**src/common/apo_defines.svh**
```systemverilog
// constants for the converter parallel output port
`ifndef APO_DEFINES_SVH
`define APO_DEFINES_SVH

`define APO_WIDTH 14
`define APO_LATENCY 10
`define APO_FILL_BITS 4

`define APO_CLK_PERIOD_NS 8
`define APO_CONV_MIN_PERIOD_NS 25
`define APO_CONV_MAX_PERIOD_NS 1000
`define APO_CONV_MIN_CYC \
  (((`APO_CONV_MIN_PERIOD_NS) + (`APO_CLK_PERIOD_NS) - 1) / (`APO_CLK_PERIOD_NS))
`define APO_CONV_MAX_CYC ((`APO_CONV_MAX_PERIOD_NS) / (`APO_CLK_PERIOD_NS))

`define APO_ADDR_STATUS 4'h0
`define APO_ADDR_COUNT 4'h4
`define APO_ADDR_CTRL 4'h8

`define APO_STATUS_PD_BIT 0
`define APO_STATUS_FS_LSB 1
`define APO_STATUS_FILL_LSB 4
`define APO_STATUS_SLOW_BIT 8
`define APO_STATUS_FAST_BIT 9
`define APO_STATUS_RUN_BIT 10

`define APO_CTRL_CLR_COUNT_BIT 0
`define APO_CTRL_CLR_ERR_BIT 1
`define APO_CTRL_COUNT_EN_BIT 2
`define APO_CTRL_COUNT_EN_RESET 1'b1
`define APO_COUNT_RESET 16'h0000
`define APO_RDATA_RESET 32'h0000_0000

`endif

```
**src/common/apo_pkg.sv**
```systemverilog
// types shared by the converter parallel output port
`default_nettype none
package apo_pkg;
  typedef enum logic [2:0] {
    apo_fs_4vpp = 3'b000,
    apo_fs_3vpp = 3'b001,
    apo_fs_2vpp = 3'b010,
    apo_fs_ext = 3'b011,
    apo_fs_bad = 3'b100
  } apo_fs_t;

  typedef enum logic [1:0] {
    apo_strap_gnd = 2'b00,
    apo_strap_supply = 2'b01,
    apo_strap_ref = 2'b10
  } apo_strap_t;

  typedef enum logic [1:0] {
    apo_st_off = 2'b00,
    apo_st_fill = 2'b01,
    apo_st_run = 2'b10
  } apo_state_t;
endpackage : apo_pkg
`default_nettype wire

```
**src/hdl/apo_top.sv**
```systemverilog
// converter parallel output port: sampling, latency, coding and status
`include "apo_defines.svh"
`timescale 1ns/1ns
`default_nettype none
module apo_top (
  input wire logic clk, // system clock, 125 MHz
  input wire logic nrst, // synchronous reset, active low
  input wire logic conv_clk, // convert clock from the capture side
  input wire logic [`APO_WIDTH-1:0] analog_code, // quantizer result, offset binary
  input wire logic twos_complement_select, // high: two's complement words
  input wire logic output_enable_n, // low: drive the data lines
  input wire logic power_down_in, // high: power down
  input wire logic [1:0] range_select_a, // first range strap, apo_strap_t
  input wire logic range_select_b, // second range strap, high at supply
  input wire logic ref_pin_at_supply, // reference pin tied to supply
  input wire logic [3:0] reg_addr, // register byte address
  input wire logic [31:0] reg_wdata, // register write data
  input wire logic reg_wr, // register write strobe
  input wire logic reg_rd, // register read strobe
  output logic [31:0] reg_rdata, // read data, cycle after the strobe
  output logic [1:`APO_WIDTH] sample_lines, // parallel word, line 1 is msb
  output logic sample_lines_oe, // high while the lines are driven
  output logic sample_valid, // one-cycle strobe per new word
  output logic [2:0] full_scale_code // decoded range, apo_fs_t
);
  logic conv_q;
  logic conv_rise;
  logic advance;
  logic [`APO_WIDTH-1:0] pipe_data;
  logic pipe_valid;
  apo_pkg::apo_state_t state;
  logic [`APO_FILL_BITS-1:0] fill_cnt;
  logic [15:0] sample_count;
  logic count_en;
  logic [7:0] gap_cnt;
  logic edge_seen;
  logic rate_slow;
  logic rate_fast;
  logic slow_evt;
  logic fast_evt;
  logic clr_count;
  logic clr_err;
  logic ctrl_wr;
  apo_pkg::apo_fs_t next_fs;

  // convert edge detect; the pin is already synchronous to clk
  always_ff @(posedge clk) begin
    if (!nrst) begin
      conv_q <= 1'b0;
    end else begin
      conv_q <= conv_clk;
    end
  end

  // only the rising edge counts, the falling edge starts nothing
  assign conv_rise = conv_clk && !conv_q;
  assign advance = conv_rise && !power_down_in;

  apo_latency_pipe u_pipe (
    .clk(clk),
    .nrst(nrst),
    .flush(power_down_in),
    .advance(advance),
    .din(analog_code),
    .dout(pipe_data),
    .dout_valid(pipe_valid)
  );

  apo_out_format u_fmt (
    .clk(clk),
    .nrst(nrst),
    .flush(power_down_in),
    .load(advance),
    .twos(twos_complement_select),
    .oe_n(output_enable_n),
    .din(pipe_data),
    .din_valid(pipe_valid),
    .lines(sample_lines),
    .lines_oe(sample_lines_oe),
    .valid(sample_valid)
  );

  // run state: off in power-down, filling until the pipe delivers
  always_ff @(posedge clk) begin
    if (!nrst) begin
      state <= apo_pkg::apo_st_off;
      fill_cnt <= '0;
    end else if (power_down_in) begin
      state <= apo_pkg::apo_st_off;
      fill_cnt <= '0;
    end else begin
      case (state)
        apo_pkg::apo_st_off: begin
          state <= apo_pkg::apo_st_fill;
          fill_cnt <= '0;
        end
        apo_pkg::apo_st_fill: begin
          // words before the pipe fills carry no sample
          if (advance) begin
            if (fill_cnt == `APO_FILL_BITS'(`APO_LATENCY - 1)) begin
              state <= apo_pkg::apo_st_run;
            end
            fill_cnt <= fill_cnt + `APO_FILL_BITS'(1);
          end
        end
        apo_pkg::apo_st_run: begin
          state <= apo_pkg::apo_st_run;
        end
        default: begin
          state <= apo_pkg::apo_st_off;
        end
      endcase
    end
  end

  // full-scale decode from the straps
  always_comb begin
    next_fs = apo_pkg::apo_fs_bad;
    if (ref_pin_at_supply) begin
      next_fs = apo_pkg::apo_fs_ext;
    end else begin
      case (apo_pkg::apo_strap_t'(range_select_a))
        apo_pkg::apo_strap_gnd: begin
          next_fs = range_select_b ? apo_pkg::apo_fs_3vpp : apo_pkg::apo_fs_4vpp;
        end
        apo_pkg::apo_strap_ref: begin
          next_fs = range_select_b ? apo_pkg::apo_fs_bad : apo_pkg::apo_fs_2vpp;
        end
        default: begin
          next_fs = apo_pkg::apo_fs_bad;
        end
      endcase
    end
  end

  always_ff @(posedge clk) begin
    if (!nrst) begin
      full_scale_code <= apo_pkg::apo_fs_4vpp;
    end else begin
      full_scale_code <= next_fs;
    end
  end

  // convert-rate monitor in clk cycles
  assign fast_evt = conv_rise && edge_seen && gap_cnt < 8'(`APO_CONV_MIN_CYC - 1);
  assign slow_evt = edge_seen && gap_cnt == 8'(`APO_CONV_MAX_CYC);

  always_ff @(posedge clk) begin
    if (!nrst || power_down_in) begin
      gap_cnt <= 8'h00;
      edge_seen <= 1'b0;
    end else if (conv_rise) begin
      gap_cnt <= 8'h00;
      edge_seen <= 1'b1;
    end else if (gap_cnt != 8'(`APO_CONV_MAX_CYC)) begin
      gap_cnt <= gap_cnt + 8'h01;
    end
  end

  // sticky rate flags; a new event wins over a clear
  always_ff @(posedge clk) begin
    if (!nrst) begin
      rate_slow <= 1'b0;
      rate_fast <= 1'b0;
    end else begin
      rate_slow <= slow_evt || (rate_slow && !clr_err);
      rate_fast <= fast_evt || (rate_fast && !clr_err);
    end
  end

  // register writes
  assign ctrl_wr = reg_wr && reg_addr == `APO_ADDR_CTRL;
  assign clr_count = ctrl_wr && reg_wdata[`APO_CTRL_CLR_COUNT_BIT];
  assign clr_err = ctrl_wr && reg_wdata[`APO_CTRL_CLR_ERR_BIT];

  always_ff @(posedge clk) begin
    if (!nrst) begin
      count_en <= `APO_CTRL_COUNT_EN_RESET;
    end else if (ctrl_wr) begin
      count_en <= reg_wdata[`APO_CTRL_COUNT_EN_BIT];
    end
  end

  // delivered word counter; a word in the clear cycle still counts
  always_ff @(posedge clk) begin
    if (!nrst) begin
      sample_count <= `APO_COUNT_RESET;
    end else if (clr_count) begin
      sample_count <= (sample_valid && count_en) ? 16'h0001 : 16'h0000;
    end else if (sample_valid && count_en) begin
      sample_count <= sample_count + 16'h0001;
    end
  end

  // register reads; data stands only in the cycle after the strobe
  always_ff @(posedge clk) begin
    if (!nrst || !reg_rd) begin
      reg_rdata <= `APO_RDATA_RESET;
    end else begin
      case (reg_addr)
        `APO_ADDR_STATUS: begin
          reg_rdata <= '0;
          reg_rdata[`APO_STATUS_PD_BIT] <= state == apo_pkg::apo_st_off;
          reg_rdata[`APO_STATUS_FS_LSB +: 3] <= full_scale_code;
          reg_rdata[`APO_STATUS_FILL_LSB +: `APO_FILL_BITS] <= fill_cnt;
          reg_rdata[`APO_STATUS_SLOW_BIT] <= rate_slow;
          reg_rdata[`APO_STATUS_FAST_BIT] <= rate_fast;
          reg_rdata[`APO_STATUS_RUN_BIT] <= state == apo_pkg::apo_st_run;
        end
        `APO_ADDR_COUNT: begin
          reg_rdata <= {16'h0000, sample_count};
        end
        `APO_ADDR_CTRL: begin
          reg_rdata <= '0;
          reg_rdata[`APO_CTRL_COUNT_EN_BIT] <= count_en;
        end
        default: begin
          reg_rdata <= `APO_RDATA_RESET;
        end
      endcase
    end
  end
endmodule : apo_top
`default_nettype wire

```
**src/hdl/apo_latency_pipe.sv**
```systemverilog
// conversion latency pipeline, one stage per convert edge
`include "apo_defines.svh"
`timescale 1ns/1ns
`default_nettype none
module apo_latency_pipe (
  input wire logic clk, // system clock
  input wire logic nrst, // synchronous reset, active low
  input wire logic flush, // drop every sample in flight
  input wire logic advance, // convert edge seen
  input wire logic [`APO_WIDTH-1:0] din, // quantizer result, offset binary
  output logic [`APO_WIDTH-1:0] dout, // oldest stage
  output logic dout_valid // oldest stage holds a real sample
);
  logic [`APO_WIDTH-1:0] st_data [0:`APO_LATENCY-1];
  logic [`APO_LATENCY-1:0] st_valid;

  genvar i;
  for (i = 0; i < `APO_LATENCY; i++) begin : g_stage
    // stage zero points at itself so the select never leaves the range
    localparam int prev_idx = (i == 0) ? 0 : i - 1;
    always_ff @(posedge clk) begin
      if (!nrst || flush) begin
        st_valid[i] <= 1'b0;
        st_data[i] <= '0;
      end else if (advance) begin
        if (i == 0) begin
          st_valid[i] <= 1'b1;
          st_data[i] <= din;
        end else begin
          st_valid[i] <= st_valid[prev_idx];
          st_data[i] <= st_data[prev_idx];
        end
      end
    end
  end

  assign dout = st_data[`APO_LATENCY-1];
  assign dout_valid = st_valid[`APO_LATENCY-1];

  // tracker: follows one sample through the stages
  logic [`APO_WIDTH-1:0] trk_data;
  logic [3:0] trk_cnt;
  logic trk_busy;
  always_ff @(posedge clk) begin
    if (!nrst || flush) begin
      trk_busy <= 1'b0;
      trk_cnt <= 4'h0;
      trk_data <= '0;
    end else if (trk_busy && trk_cnt == 4'(`APO_LATENCY - 1)) begin
      trk_busy <= 1'b0;
    end else if (advance) begin
      if (!trk_busy) begin
        trk_busy <= 1'b1;
        trk_cnt <= 4'h0;
        trk_data <= din;
      end else begin
        trk_cnt <= trk_cnt + 4'h1;
      end
    end
  end
endmodule : apo_latency_pipe
`default_nettype wire

```
**src/hdl/apo_out_format.sv**
```systemverilog
// output coding, line order, enable and valid strobe
`include "apo_defines.svh"
`timescale 1ns/1ns
`default_nettype none
module apo_out_format (
  input wire logic clk, // system clock
  input wire logic nrst, // synchronous reset, active low
  input wire logic flush, // power-down: clear word and strobe
  input wire logic load, // convert edge: take the oldest stage
  input wire logic twos, // two's complement coding
  input wire logic oe_n, // output enable, active low
  input wire logic [`APO_WIDTH-1:0] din, // oldest stage, offset binary
  input wire logic din_valid, // oldest stage is real
  output logic [1:`APO_WIDTH] lines, // line 1 carries the msb
  output logic lines_oe, // high while lines are driven
  output logic valid // one-cycle strobe on each new word
);
  logic [`APO_WIDTH-1:0] coded;
  logic [`APO_WIDTH-1:0] seen;
  logic take;

  assign take = load && din_valid && !flush;
  // two's complement differs from offset binary only in the msb
  assign coded = twos ? {~din[`APO_WIDTH-1], din[`APO_WIDTH-2:0]} : din;

  genvar i;
  for (i = 0; i < `APO_WIDTH; i++) begin : g_line
    always_ff @(posedge clk) begin
      if (!nrst || flush) begin
        lines[i+1] <= 1'b0;
      end else if (take) begin
        lines[i+1] <= coded[`APO_WIDTH-1-i];
      end
    end
    assign seen[`APO_WIDTH-1-i] = lines[i+1];
  end

  always_ff @(posedge clk) begin
    if (!nrst) begin
      lines_oe <= 1'b0;
    end else begin
      lines_oe <= !oe_n;
    end
  end

  always_ff @(posedge clk) begin
    if (!nrst) begin
      valid <= 1'b0;
    end else begin
      valid <= take;
    end
  end
endmodule : apo_out_format
`default_nettype wire

```
**config.mk**
```make
export PLATFORM = sky130hd
export DESIGN_NAME = apo_top
export DESIGN_NICKNAME = d
export VERILOG_FILES = /design/src/common/apo_pkg.sv /design/src/hdl/apo_top.sv /design/src/hdl/apo_latency_pipe.sv /design/src/hdl/apo_out_format.sv
export VERILOG_INCLUDE_DIRS = /design/src /design/src/common
export SDC_FILE = /design/constraint.sdc
export NUM_CORES = 1
export LEC_CHECK = 0
export BUFFER_PORTS_ARGS = -buffer_cell sky130_fd_sc_hd__buf_2
export CORE_UTILIZATION = 57
export CTS_CLUSTER_DIAMETER = 120
export DETAILED_ROUTE_END_ITERATION = 16
export MAX_ROUTING_LAYER = met4
export PLACE_DENSITY = 0.8
export SLEW_MARGIN = 20
export SYNTH_ARGS = -nofsm -noshare
export SYNTH_HDL_FRONTEND = slang
export SYNTH_SLANG_ARGS = --single-unit
```
**constraint.sdc**
```tcl
create_clock -name clk -period 6.4 [get_ports clk]
set_clock_uncertainty 0.05 [all_clocks]
set_input_delay 0.64 -clock clk [delete_from_list [all_inputs] [get_ports clk]]
set_output_delay 0.64 -clock clk [all_outputs]
set_load 0.02 [all_outputs]
```
==> results of run 1 <==
==> worst min path at each step <==
stage	end	slack, ps	depth (start not counted)	start
after global placement	u_pipe.st_valid[2]	390	2	u_pipe.st_valid[1]
after CTS	u_fmt.lines_oe	240	2	output_enable_n
after floorplan	u_pipe.st_valid[2]	380	2	u_pipe.st_valid[1]
final	u_fmt.lines_oe	260	2	output_enable_n
after detailed placement	u_pipe.st_valid[8]	390	2	u_pipe.st_valid[7]
after global routing	u_fmt.lines_oe	250	2	output_enable_n
==> routing by layer <==
metal | track usage | vias up | wire (µm)
met4 | 0.05882 | 0 | 316
met2 | 0.2899 | 137 | 6359
met1 | 0.2093 | 2320 | 5364
met5 | - | - | 0
li1 | - | 2458 | -
met3 | 0.02759 | 26 | 577
==> registers in the layout (all words and copies together), names as in the netlist <==
signal,flops
count_en,1
gap_cnt,8
sample_count,16
u_pipe.st_valid,9
rate_fast,1
fill_cnt,4
rate_slow,1
u_pipe.st_data,140
conv_q,1
u_fmt.lines,14
edge_seen,1
full_scale_code,3
u_fmt.lines_oe,1
state,2
reg_rdata,16
u_pipe.dout_valid,1
u_fmt.valid,1
==> critical path: stages, from the launching register on <==
cell	delay (ps)
sky130_fd_sc_hd__dfxtp_1	330
sky130_fd_sc_hd__nand2b_1	460
sky130_fd_sc_hd__nand2b_4	810
sky130_fd_sc_hd__buf_4	850
==> through the flow <==
| stage | cells | hold WS (ps) | area (µm²) |
|---|---|---|---|
| 6_report | 943 | 259.8 | 9625 |
| 5_1_grt | 943 | 250.8 | 9625 |
| 4_1_cts | 943 | 242.4 | 9625 |
| 3_5_place_dp | 903 | 394.0 | 8936 |
| 3_3_place_gp | 903 | 386.7 | 8936 |
| 2_1_floorplan | 695 | 382.1 | 8569 |
==> power by group through the flow <==
stage	logic (µW)	clock network [µW]	registers, µW
floorplan	65.3	0	1600
global placement	82.9	0	1600
detailed placement	87.3	0	1600
CTS	87.8	1220	1570
global route	97.2	1290	1570
finish	87.3	1200	1570
==> cell type report <==
cell class / count / share of cell area
inverter: 8 / 0.003120
sequential: 220 / 0.6031
clock buffer: 36 / 0.06967
tap: 184 / 0.02392
timing repair buffer: 71 / 0.03796
clock inverter: 4 / 0.001950
multi-input combinational: 420 / 0.2602
==> cells by family (layout without fill, tap and decap cells) <==
kind of cell | after synthesis | in the layout | share of synthesized area
other | 1 | 16 | 0.0004405
AND/OR/NAND/NOR | 301 | 301 | 0.1978
XOR/XNOR | 14 | 14 | 0.01440
multiplexers | 4 | 4 | 0.004703
AO/OA/AOI/OAI | 76 | 76 | 0.05526
flip-flops | 220 | 220 | 0.6820
buffers and inverters | 55 | 119 | 0.03219
adder cells (fa/ha/maj) | 9 | 9 | 0.01323
==> cells in the final DEF, fill, tap and decap left out, drive strengths merged, types with 3 or more instances in the layout <==
cell    count
o21ai       6
nor2b       6
nand3      10
clkbuf     36
or4         4
nor3        5
xor2        8
a31oi       4
o31ai       4
nand2b      3
xnor2       6
conb       16
ha          9
and3        4
mux2i       4
and2      150
nor4        4
edfxtp    140
a21oi      43
nor2       32
and4        3
a22oi      10
clkinv      3
buf        71
nand4       8
dfxtp      80
or3         3
nand2      62
inv         9
==> summary.txt, run 1 <==
======================================================================================
Result of the run                                                         complete, no violations
N_diodes                                                                             0
Number of synthesis warnings                                                         0
Number of distinct standard cells referenced by the synthesized netlist             46
Reg clk slew, reported paths                                                     60 ps
I/O pins                                                                           113
Utilization after layout                                                        0.6623
Commonest register cell after synthesis                                   sky130_fd_sc_hd__edfxtp_1
Latest clock arrival within the worst-skew pair                                 490 ps
Cell internal pwr                                                              2296 µW
Portion of total power attributed to the clock network                           0.420
Core outline area                                                            14530 µm²
Leading cell type by number of instances after synthesis                  sky130_fd_sc_hd__and2_1
Initial antenna violation count                                                      0
R2r endpoint                                                              u_pipe.st_data[5][6]
Width of the chip                                                             124.2 µm
Antenna-violating nets left                                                          0
Signal arrival time at the worst endpoint                                      3020 ps
Fraction of the yosys area taken by sequential cells                            0.6820
Post-route minimum period                                                      2962 ps
Maximum buffer depth of the clock tree                                               3
Standard-cell rows                                                                  44
Global-route wire length before repair                                        21.37 mm
Data required time of the critical path                                        6460 ps
Unrepaired setup endpoints after global routing                                  false
Number of failing hold endpoints at the final stage                                  0
Syn Inst Count                                                                     680
Pin count of the biggest net entering global routing                               142
DP HPWL                                                                       7.683 mm
Final period util                                                               0.4628
Biggest area consumer among synthesized cells                             sky130_fd_sc_hd__edfxtp_1
Layout overhead on the synthesized area                                         13.07%
Top-area cell type share of the netlist area                                    0.4938
Sinks on Clock Net                                                                 220
Setup_tns                                                                         0 ps
Post-synthesis average cell area                                             12.52 µm²
R2r startpoint                                                                  conv_q
Most frequent cells after synthesis                                       149 x sky130_fd_sc_hd__and2_1, 140 x sky130_fd_sc_hd__edfxtp_1, 80 x sky130_fd_sc_hd__dfxtp_1
Psw                                                                           559.4 µW
Least-Margin Pin Slew                                                         986.9 ps
Filler cell count                                                                 1046
Worst setup path startpoint                                                     conv_q
Switching Fraction                                                              0.1959
GP Congestion                                                                   0.8163
Number of remaining DRC errors                                                       0
Overflow left after global routing                                                   0
Clock tree from TritonCTS                                                        built
Layout cells sized above 1                                                      0.1462
Final setup viols                                                                    0
Kind of path behind the tightest hold check                                     in2reg
Fraction of registers with async set or reset after synthesis                        0
WL/cell                                                                       13.38 µm
Num CTS Buffers                                                                     22
Reported leakage power                                                     0.003804 µW
Clock Root Buffer                                                         sky130_fd_sc_hd__clkbuf_16
End point of the critical path                                            u_pipe.st_data[5][6]
Cell area after synthesis                                                     8513 µm²
Hold bufs inserted after CTS                                                         0
Peak fanout along the critical path                                                 77
Total design power                                                             2856 µW
Kind of critical path                                                          reg2reg
VDD IR-drop max                                                               221.4 µV
CP startpoint kind                                                                flop
Maximum clock rate                                                           337.6 MHz
Post-CTS setup-driven buffer insertion count                                         0
Routed wire length                                                            12.62 mm
Worst-case setup slack after placement                                         3013 ps
Worst rel slew slack                                                            0.3366
Max-cap violations                                                                   0
Max-slew violations                                                                  0
Via count of the first global-routing pass                                        4708
Total via count in the routed design                                              4941
Detailed-route vias per instance                                                 5.240
Combinational share of power                                                     0.031
Number of H-tree levels                                                              1
Storage element area                                                          5806 µm²
First-pass DRT Iterations                                                            5
Initial cell density of the core                                                0.5857
Multi-input combinational cell area                                           2505 µm²
DIE HEIGHT                                                                    124.2 µm
Min setup slack post-route                                                     3438 ps
Total number of nets in the final design                                           814
Die ar.                                                                      15430 µm²
Total power density per cell area                                         296.7 nW/µm²
Gates resized, CTS repair                                                            0
Endpoint type of the worst setup path                                             flop
Port Buffers                                                                        67
Overall fraction of global-route tracks in use                                  0.1714
Sequential share of power                                                        0.549
Post-synthesis register bit count                                                  220
Worst reg-to-reg path cell count                                                     3
Count of flip-flops with a built-in enable after synthesis                         140
Top area cells in the synthesized netlist                                 sky130_fd_sc_hd__edfxtp_1 49%, sky130_fd_sc_hd__dfxtp_1 19%, sky130_fd_sc_hd__and2_1 11%
R2R Setup Slk                                                                  3440 ps
Detailed router's first-iteration violation count                                  370
======================================================================================
Note: power is estimated with default switching activity, not from simulation.
==> run 2, diff against run 1 <==
--- a/config.mk
+++ b/config.mk
@@ -6,12 +6,13 @@
 export SDC_FILE = /design/constraint.sdc
 export NUM_CORES = 1
 export LEC_CHECK = 0
+export ABC_AREA = 1
 export BUFFER_PORTS_ARGS = -buffer_cell sky130_fd_sc_hd__buf_2
-export CORE_UTILIZATION = 57
+export CORE_UTILIZATION = 52
 export CTS_CLUSTER_DIAMETER = 120
 export DETAILED_ROUTE_END_ITERATION = 16
 export MAX_ROUTING_LAYER = met4
-export PLACE_DENSITY = 0.8
+export PLACE_DENSITY = 0.77
 export SLEW_MARGIN = 20
 export SYNTH_ARGS = -nofsm -noshare
 export SYNTH_HDL_FRONTEND = slang
==> constraint.sdc (replaced) <==
create_clock -name clk -period 2.7 [get_ports clk]
set_clock_uncertainty 0.05 [all_clocks]
set_input_delay 0.27 -clock clk [delete_from_list [all_inputs] [get_ports clk]]
set_output_delay 0.27 -clock clk [all_outputs]
set_load 0.02 [all_outputs]
==> run 2 against run 1 <==
Against the previous run: synthesized area is 3.4% higher; first-iteration DRC count is 15% higher; via count is 16% higher; critical path depth is 4 higher; core utilization decreased by 5.6 points; clock-buffer cell count is the same; combinational power rose to 3.0 times the previous value; synthesized cell count up 32%; critical path type is now in2reg; die area rose by 13%; register-to-register slack worse by 2600 ps.
==> summary.txt, run 2 <==
=====================================================================================================
Result of the run                                                                        complete, no violations
Post-synthesis share of cell area spent on full adders, half adders and majority gates        0.01279   -0.0004343
N_diodes                                                                                            0   unchanged
Sinks on Clock Net                                                                                220   unchanged
Fraction of the yosys area taken by sequential cells                                           0.6596   -0.02239
CP startpoint kind                                                                       primary input
Least-Margin Pin Slew                                                                        536.1 ps   -450.8 ps
Top area cells in the synthesized netlist                                                sky130_fd_sc_hd__edfxtp_1 48%, sky130_fd_sc_hd__dfxtp_1 18%, sky130_fd_sc_hd__nor2_1 9.1%
Peak fanout along the critical path                                                                76   -1.3%
Num CTS Buffers                                                                                    23   +4.5%
Storage element area                                                                         5806 µm²   unchanged
Kind of path behind the tightest hold check                                                    in2reg
Maximum buffer depth of the clock tree                                                              3   unchanged
Min setup slack post-route                                                                   744.4 ps   -2694 ps
Total number of nets in the final design                                                         1046   +29%
Library cell contributing the largest single delay on the critical path                  sky130_fd_sc_hd__dlygate4sd3_1
Placed cell area                                                                             9308 µm²   +4.2%
Detailed router's first-iteration violation count                                                 427   +15%
Final setup viols                                                                                   0   unchanged
Standard-cell rows                                                                                 47   +6.8%
Overflow left after global routing                                                                  0   unchanged
Via count of the first global-routing pass                                                       5288   +12%
Commonest register cell after synthesis                                                  sky130_fd_sc_hd__edfxtp_1
Clock Root Buffer                                                                        sky130_fd_sc_hd__clkbuf_16
Register with the most flip-flops                                                        u_pipe.st_data
Total via count in the routed design                                                             5711   +16%
Core outline area                                                                           16580 µm²   +14%
Reg clk slew, reported paths                                                                    60 ps   about the same
Die ar.                                                                                     17450 µm²   +13%
Number of H-tree levels                                                                             1   unchanged
Final period util                                                                              0.7243
Detailed-route vias per instance                                                                4.716   -10%
Clock tree from TritonCTS                                                                       built
Share of cell area taken by muxes after synthesis                                                   0   -0.004703
Most frequent cells after synthesis                                                      214 x sky130_fd_sc_hd__nor2_1, 183 x sky130_fd_sc_hd__inv_1, 140 x sky130_fd_sc_hd__edfxtp_1
WL/cell                                                                                      11.63 µm   -13%
Layout overhead on the synthesized area                                                        14.16%
Most frequent cells in the layout                                                        214 x sky130_fd_sc_hd__nor2_1, 183 x sky130_fd_sc_hd__inv_1, 140 x sky130_fd_sc_hd__edfxtp_1
Count of flip-flops with a built-in enable after synthesis                                        140   unchanged
Multi-input combinational cell area                                                          2116 µm²   -16%
DIE HEIGHT                                                                                   132.1 µm   +6.4%
Share of the synthesized netlist area taken by xor and xnor gates                            0.003980   -0.01042
Leading cell type by number of instances after synthesis                                 sky130_fd_sc_hd__nor2_1
Most common cell after layout, fill and taps aside                                       sky130_fd_sc_hd__nor2_1
Maximum clock rate                                                                          511.4 MHz
Layout cells sized above 1                                                                     0.1231   -0.02314
Data required time of the critical path                                                       2880 ps   -3580 ps
Cell-by-cell trace of the critical path                                                  dlygate4sd3_1, buf_2, nand3b_4, inv_2, nand2_4, buf_12, nor2_1
Total power density per cell area                                                        679.0 nW/µm²   +130%
Reported leakage power                                                                    0.004062 µW   +6.8%
Syn Inst Count                                                                                    896   +32%
DP HPWL                                                                                      8.881 mm   +16%
Pin count of the biggest net entering global routing                                               98   -31%
Utilization after layout                                                                       0.6059   -0.05635
Kind of critical path                                                                          in2reg
Antenna-violating nets left                                                                         0   unchanged
Unrepaired setup endpoints after global routing                                                 false
Post-synthesis average cell area                                                            9.824 µm²   -22%
Final Cell Area                                                                             10050 µm²   +4.4%
Endpoint type of the worst setup path                                                            flop
Number of failing hold endpoints at the final stage                                                 0   unchanged
First-pass DRT Iterations                                                                           5   unchanged
Dominant combinational cell family by area after synthesis                               simple AND/OR/NAND/NOR gates
Initial cell density of the core                                                               0.5308   -0.05496
Max-cap violations                                                                                  0   unchanged
Setup_tns                                                                                        0 ps   unchanged
Post-route minimum period                                                                     1956 ps
Max-slew violations                                                                                 0   unchanged
Biggest area consumer among synthesized cells                                            sky130_fd_sc_hd__edfxtp_1
Worst rel slew slack                                                                           0.6398   +0.3032
Routed wire length                                                                           14.08 mm   +12%
Crit-path max cell delay                                                                       560 ps   -290 ps
Top-area cell type share of the netlist area                                                   0.4776   -0.01622
Share of the synthesized area in compound gates (AO/OA/AOI/OAI)                               0.04463   -0.01063
Port Buffers                                                                                       67   unchanged
Overall fraction of global-route tracks in use                                                 0.1722   +0.0008167
Gates resized, CTS repair                                                                           0   unchanged
Worst-case setup slack after placement                                                       740.1 ps   -2273 ps
Filler cell count                                                                                1363   +30%
Cell area after synthesis                                                                    8802 µm²   +3.4%
Fraction of registers with async set or reset after synthesis                                       0   unchanged
Largest registers in the final layout                                                    u_pipe.st_data: 140 flops, reg_rdata: 16 flops, sample_count: 16 flops
Number of remaining DRC errors                                                                      0   unchanged
Post-synthesis register bit count                                                                 220   unchanged
Initial antenna violation count                                                                     0   unchanged
Width of the chip                                                                            132.1 µm   +6.4%
Simple-gate area share of the yosys netlist                                                    0.1700   -0.02782
Number of distinct standard cells referenced by the synthesized netlist                            33   -28%
Global-route wire length before repair                                                       23.90 mm   +12%
VDD IR-drop max                                                                              539.0 µV   +140%
GP Congestion                                                                                  0.8611   +5.5%
Number of flip-flops in the largest register                                                      140   unchanged
Latest clock arrival within the worst-skew pair                                                500 ps   about the same
Signal arrival time at the worst endpoint                                                     2140 ps   -880 ps
I/O pins                                                                                          113   unchanged
Number of synthesis warnings                                                                        0   unchanged
=====================================================================================================
## run 2: cell types whose count changed after synthesis, sizes merged, moves of 6 or more
| cell | change |
|---|---|
| nor3 | +6 |
| nand3 | +18 |
| and2 | -150 |
| buf | +12 |
| a22oi | -10 |
| o21ai | +20 |
| inv | +178 |
| nor2b | -6 |
| clkbuf | -18 |
| nand2 | +20 |
| nor2 | +186 |
| xor2 | -7 |
## run 2: final cells by class
class / count / area share
Timing Repair Buffer: 80 / 0.04707
Tap cell: 220 / 0.02739
Clock buffer: 36 / 0.06500
Multi-Input combinational cell: 464 / 0.2106
Sequential cell: 220 / 0.5778
Inverter: 186 / 0.06948
Clock inverter: 5 / 0.002739
## run 2: repair_timing
action	CTS	global route
buffers inserted	0	0
hold buffers	6	0
endpoints found under the hold margin	5	0
## run 2: worst max-delay path: cells and delay by family
kind                   cells  cell delay, ps
buffers and inverters      4            1190
AND/OR/NAND/NOR            3             650
## run 2: per-stage QoR
| stage | std cells | power, µW | hold WS (ps) |
|---|---|---|---|
| after floorplan | 911 | 3967 | 292.4 |
| after global placement | 1164 | 4015 | 379.9 |
| after detailed placement | 1164 | 4031 | 391.7 |
| after CTS | 1211 | 6885 | 3.652 |
| after global routing | 1211 | 7059 | 8.786 |
| final | 1211 | 6823 | 10.97 |
## run 2: kinds of logic after synthesis
family / Yosys count
flops: 220
compound gates: 77
buf+inv: 227
fa+ha+maj: 9
simple gates: 358
xor+xnor: 4
other cells: 1
## run 2: final timing paths
path	startpoint	endpoint	slack, ps	cells past startpoint
hold reg to reg	u_pipe.st_valid[7]	u_pipe.st_valid[8]	410	2
setup reg to reg	conv_q	u_pipe.st_data[3][10]	870	6
setup / recovery	conv_clk	u_pipe.st_data[3][10]	740	7
hold / removal	reg_wdata[2]	count_en	10	3
## run 2: per-layer routing
metal  part of all wire  wire (µm)  up-vias  track usage
met1               0.45       6339     2609       0.2142
met5                  0          0        -            -
met3              0.042        588       29      0.02691
met2               0.48       6731      138       0.2869
met4              0.030        425        0      0.05943
li1                   -          -     2935            -
## run 2: report_power, final
| group | total (µW) | internal [µW] | switching (µW) |
|---|---|---|---|
| sequential | 3710 | 3680 | 32.8 |
| combinational | 258 | 72.6 | 185 |
| clock | 2860 | 1660 | 1200 |
==> run 3, diff against run 2 <==
--- a/config.mk
+++ b/config.mk
@@ -6,7 +6,7 @@
 export SDC_FILE = /design/constraint.sdc
 export NUM_CORES = 1
 export LEC_CHECK = 0
-export ABC_AREA = 1
+export ABC_AREA = 0
 export BUFFER_PORTS_ARGS = -buffer_cell sky130_fd_sc_hd__buf_2
 export CORE_UTILIZATION = 52
 export CTS_CLUSTER_DIAMETER = 120
==> constraint.sdc (replaced) <==
create_clock -name clk -period 1.72 [get_ports clk]
set_clock_uncertainty 0.05 [all_clocks]
set_input_delay 0.172 -clock clk [delete_from_list [all_inputs] [get_ports clk]]
set_output_delay 0.172 -clock clk [all_outputs]
set_load 0.02 [all_outputs]
==> run 3 against run 2 <==
Against the previous run: non-clock buffer count increased by 31; sequential power increased by 57%; register-to-register slack got worse by 780 ps; global-route usage decreased by 0.69 points; die area decreased by 3.2%; core utilization increased by 2.9 points; hold slack improved by 39 ps; final cell count decreased by 16%; critical path depth unchanged; first-iteration DRC count decreased by 15%; sequential cell count unchanged; critical endpoint is now count_en; highest routed layer unchanged.
==> summary.txt, run 3 (same netlist as run 1, synthesis figures left out) <==
===================================================================
Signal arrival time at the worst endpoint                   1970 ps   -170 ps
Detailed-route vias per instance                              5.072   +7.5%
Data required time of the critical path                     2040 ps   -840 ps
Total via count in the routed design                           5148   -9.9%
Largest registers in the final layout                  u_pipe.st_data: 140 flops, reg_rdata: 16 flops, sample_count: 16 flops
Sinks on Clock Net                                              220   unchanged
Width of the chip                                          130.0 µm   -1.6%
Overflow left after global routing                                0   unchanged
Utilization after layout                                     0.6344   +0.02851
Total number of nets in the final design                        854   -18%
Number of flip-flops in the largest register                    140   unchanged
Clock tree from TritonCTS                                     built
Number of failing hold endpoints at the final stage               0   unchanged
Detailed router's first-iteration violation count               364   -15%
DP HPWL                                                    7.981 mm   -10%
DIE HEIGHT                                                 130.0 µm   -1.6%
Number of H-tree levels                                           1   unchanged
Pin count of the biggest net entering global routing            141   +44%
Final Cell Area                                           10110 µm²   +0.66%
Maximum clock rate                                        609.0 MHz
Routed wire length                                         13.39 mm   -4.9%
Initial antenna violation count                                   0   unchanged
Highest layer used for signal routing                          met4
Global-route wire length before repair                     21.63 mm   -9.5%
N_diodes                                                          0   unchanged
Most frequent cells in the layout                      149 x sky130_fd_sc_hd__and2_1, 140 x sky130_fd_sc_hd__edfxtp_1, 76 x sky130_fd_sc_hd__dfxtp_1
Max-cap violations                                                0   unchanged
Initial cell density of the core                             0.5340   +0.003199
Max-slew violations                                               0   unchanged
Standard-cell rows                                               46   -2.1%
Num CTS Buffers                                                  22   -4.3%
Final period util                                            0.9546
Total design power                                         10740 µW   +57%
Met1 layer wirelength in the final routing                 5.556 mm   -12%
Overall fraction of global-route tracks in use               0.1653   -0.006885
Core outline area                                         15940 µm²   -3.9%
VDD IR-drop max                                            811.9 µV   +51%
Port Buffers                                                     67   unchanged
Antenna-violating nets left                                       0   unchanged
CP startpoint kind                                     primary input
Met3 wire length                                             621 µm   +5.6%
Post-route minimum period                                   1642 ps
Wire length on met2                                        6.828 mm   +1.4%
Latest clock arrival within the worst-skew pair              490 ps   about the same
Result of the run                                      complete, no violations
Number of remaining DRC errors                                    0   unchanged
GP Congestion                                                0.8571   -0.46%
Layout overhead on the synthesized area                      18.81%
Worst min-delay path startpoint                        reg_wdata[1]
Via count of the first global-routing pass                     4841   -8.5%
R2r startpoint                                         sample_count[0]
Total power density per cell area                       1062 nW/µm²   +56%
Reported leakage power                                  0.004016 µW   -1.1%
Most common cell after layout, fill and taps aside     sky130_fd_sc_hd__and2_1
Kind of path behind the tightest hold check                  in2reg
Kind of critical path                                        in2reg
Reg clk slew, reported paths                                  60 ps   about the same
I/O pins                                                        113   unchanged
Unrepaired setup endpoints after global routing                true
WL/cell                                                    13.19 µm   +13%
Maximum buffer depth of the clock tree                            3   unchanged
Worst setup path startpoint                             reg_addr[3]
Clock Root Buffer                                      sky130_fd_sc_hd__clkbuf_16
Register with the most flip-flops                      u_pipe.st_data
Placed cell area                                           9151 µm²   -1.7%
Peak fanout along the critical path                               7   -91%
First-pass DRT Iterations                                         5   unchanged
Layout cells sized above 1                                   0.1640   +0.04085
Endpoint type of the worst setup path                          flop
Die ar.                                                   16890 µm²   -3.2%
Final setup viols                                                 0   unchanged
===================================================================
## run 3: changes by cell type in the layout (fill, tap and decap cells not counted), moves of 6 or more
cell,delta
sky130_fd_sc_hd__buf_4,+11
sky130_fd_sc_hd__nand2_1,-18
sky130_fd_sc_hd__dlygate4sd3_1,+18
sky130_fd_sc_hd__nor2_1,-183
sky130_fd_sc_hd__xor2_1,+7
sky130_fd_sc_hd__nor2b_1,+6
sky130_fd_sc_hd__o21ai_0,-21
sky130_fd_sc_hd__and2_1,+149
sky130_fd_sc_hd__clkinv_1,+6
sky130_fd_sc_hd__a22oi_1,+10
sky130_fd_sc_hd__inv_1,-175
sky130_fd_sc_hd__nand3_1,-18
## run 3: final timing paths
check	end	slack [ps]	cells past startpoint
worst max-delay path	count_en	80	7
worst min-delay path	rate_fast	50	4
worst max register to register	sample_count[14]	90	5
worst min register to register	u_fmt.lines[13]	400	2
## run 3: layout make-up
| type | count | area [µm²] |
|---|---|---|
| clock buffers | 32 | 663.1 |
| clock inverters | 8 | 35.03 |
| fillers | 1192 | 5828 |
| inverters | 8 | 30.03 |
| multi-input cells | 420 | 2510 |
| flip-flops and latches | 220 | 5811 |
| well taps | 216 | 270.3 |
| repair buffers | 111 | 795.8 |
## run 3: critical path: stages
cell                            delay [ps]
sky130_fd_sc_hd__dlygate4sd3_1         540
sky130_fd_sc_hd__buf_4                 150
sky130_fd_sc_hd__nor4b_4               270
sky130_fd_sc_hd__nand2_1               110
sky130_fd_sc_hd__nand2_1                80
sky130_fd_sc_hd__o211ai_1               80
sky130_fd_sc_hd__dlygate4sd3_1         560
## run 3: timing repair
item | 4_1_cts | 5_1_grt
setup endpoints to repair | 0 | 127
hold buffers | 24 | 0
resized for setup | 0 | 10
hold endpoints to repair | 22 | 0
buffers inserted | 0 | 1
## run 3: routing by layer
metal,global-route usage,vias up
li1,-,2535
met1,0.1921,2431
met2,0.2834,140
met3,0.03403,42
met4,0.06088,0
met5,-,-
## run 3: metrics by stage
step | worst slack (ps) | cells | setup TNS, ps | hold slack, ps
finish | 78.09 | 1015 | 0 | 49.64
global route | -11.34 | 1015 | -11.34 | 56.22
CTS | 46.45 | 1014 | 0 | 36.70
detailed placement | 65.33 | 950 | 0 | 286.6
global placement | 139.6 | 950 | 0 | 280.5
floorplan | 19.05 | 695 | 0 | 193.6
## run 3: power breakdown
| part | total (µW) | switching (µW) | internal (µW) |
|---|---|---|---|
| clock network | 4500 | 1830 | 2670 |
| registers | 5830 | 47.0 | 5790 |
| logic | 409 | 251 | 158 |
| total | 10700 | 2130 | 8610 |
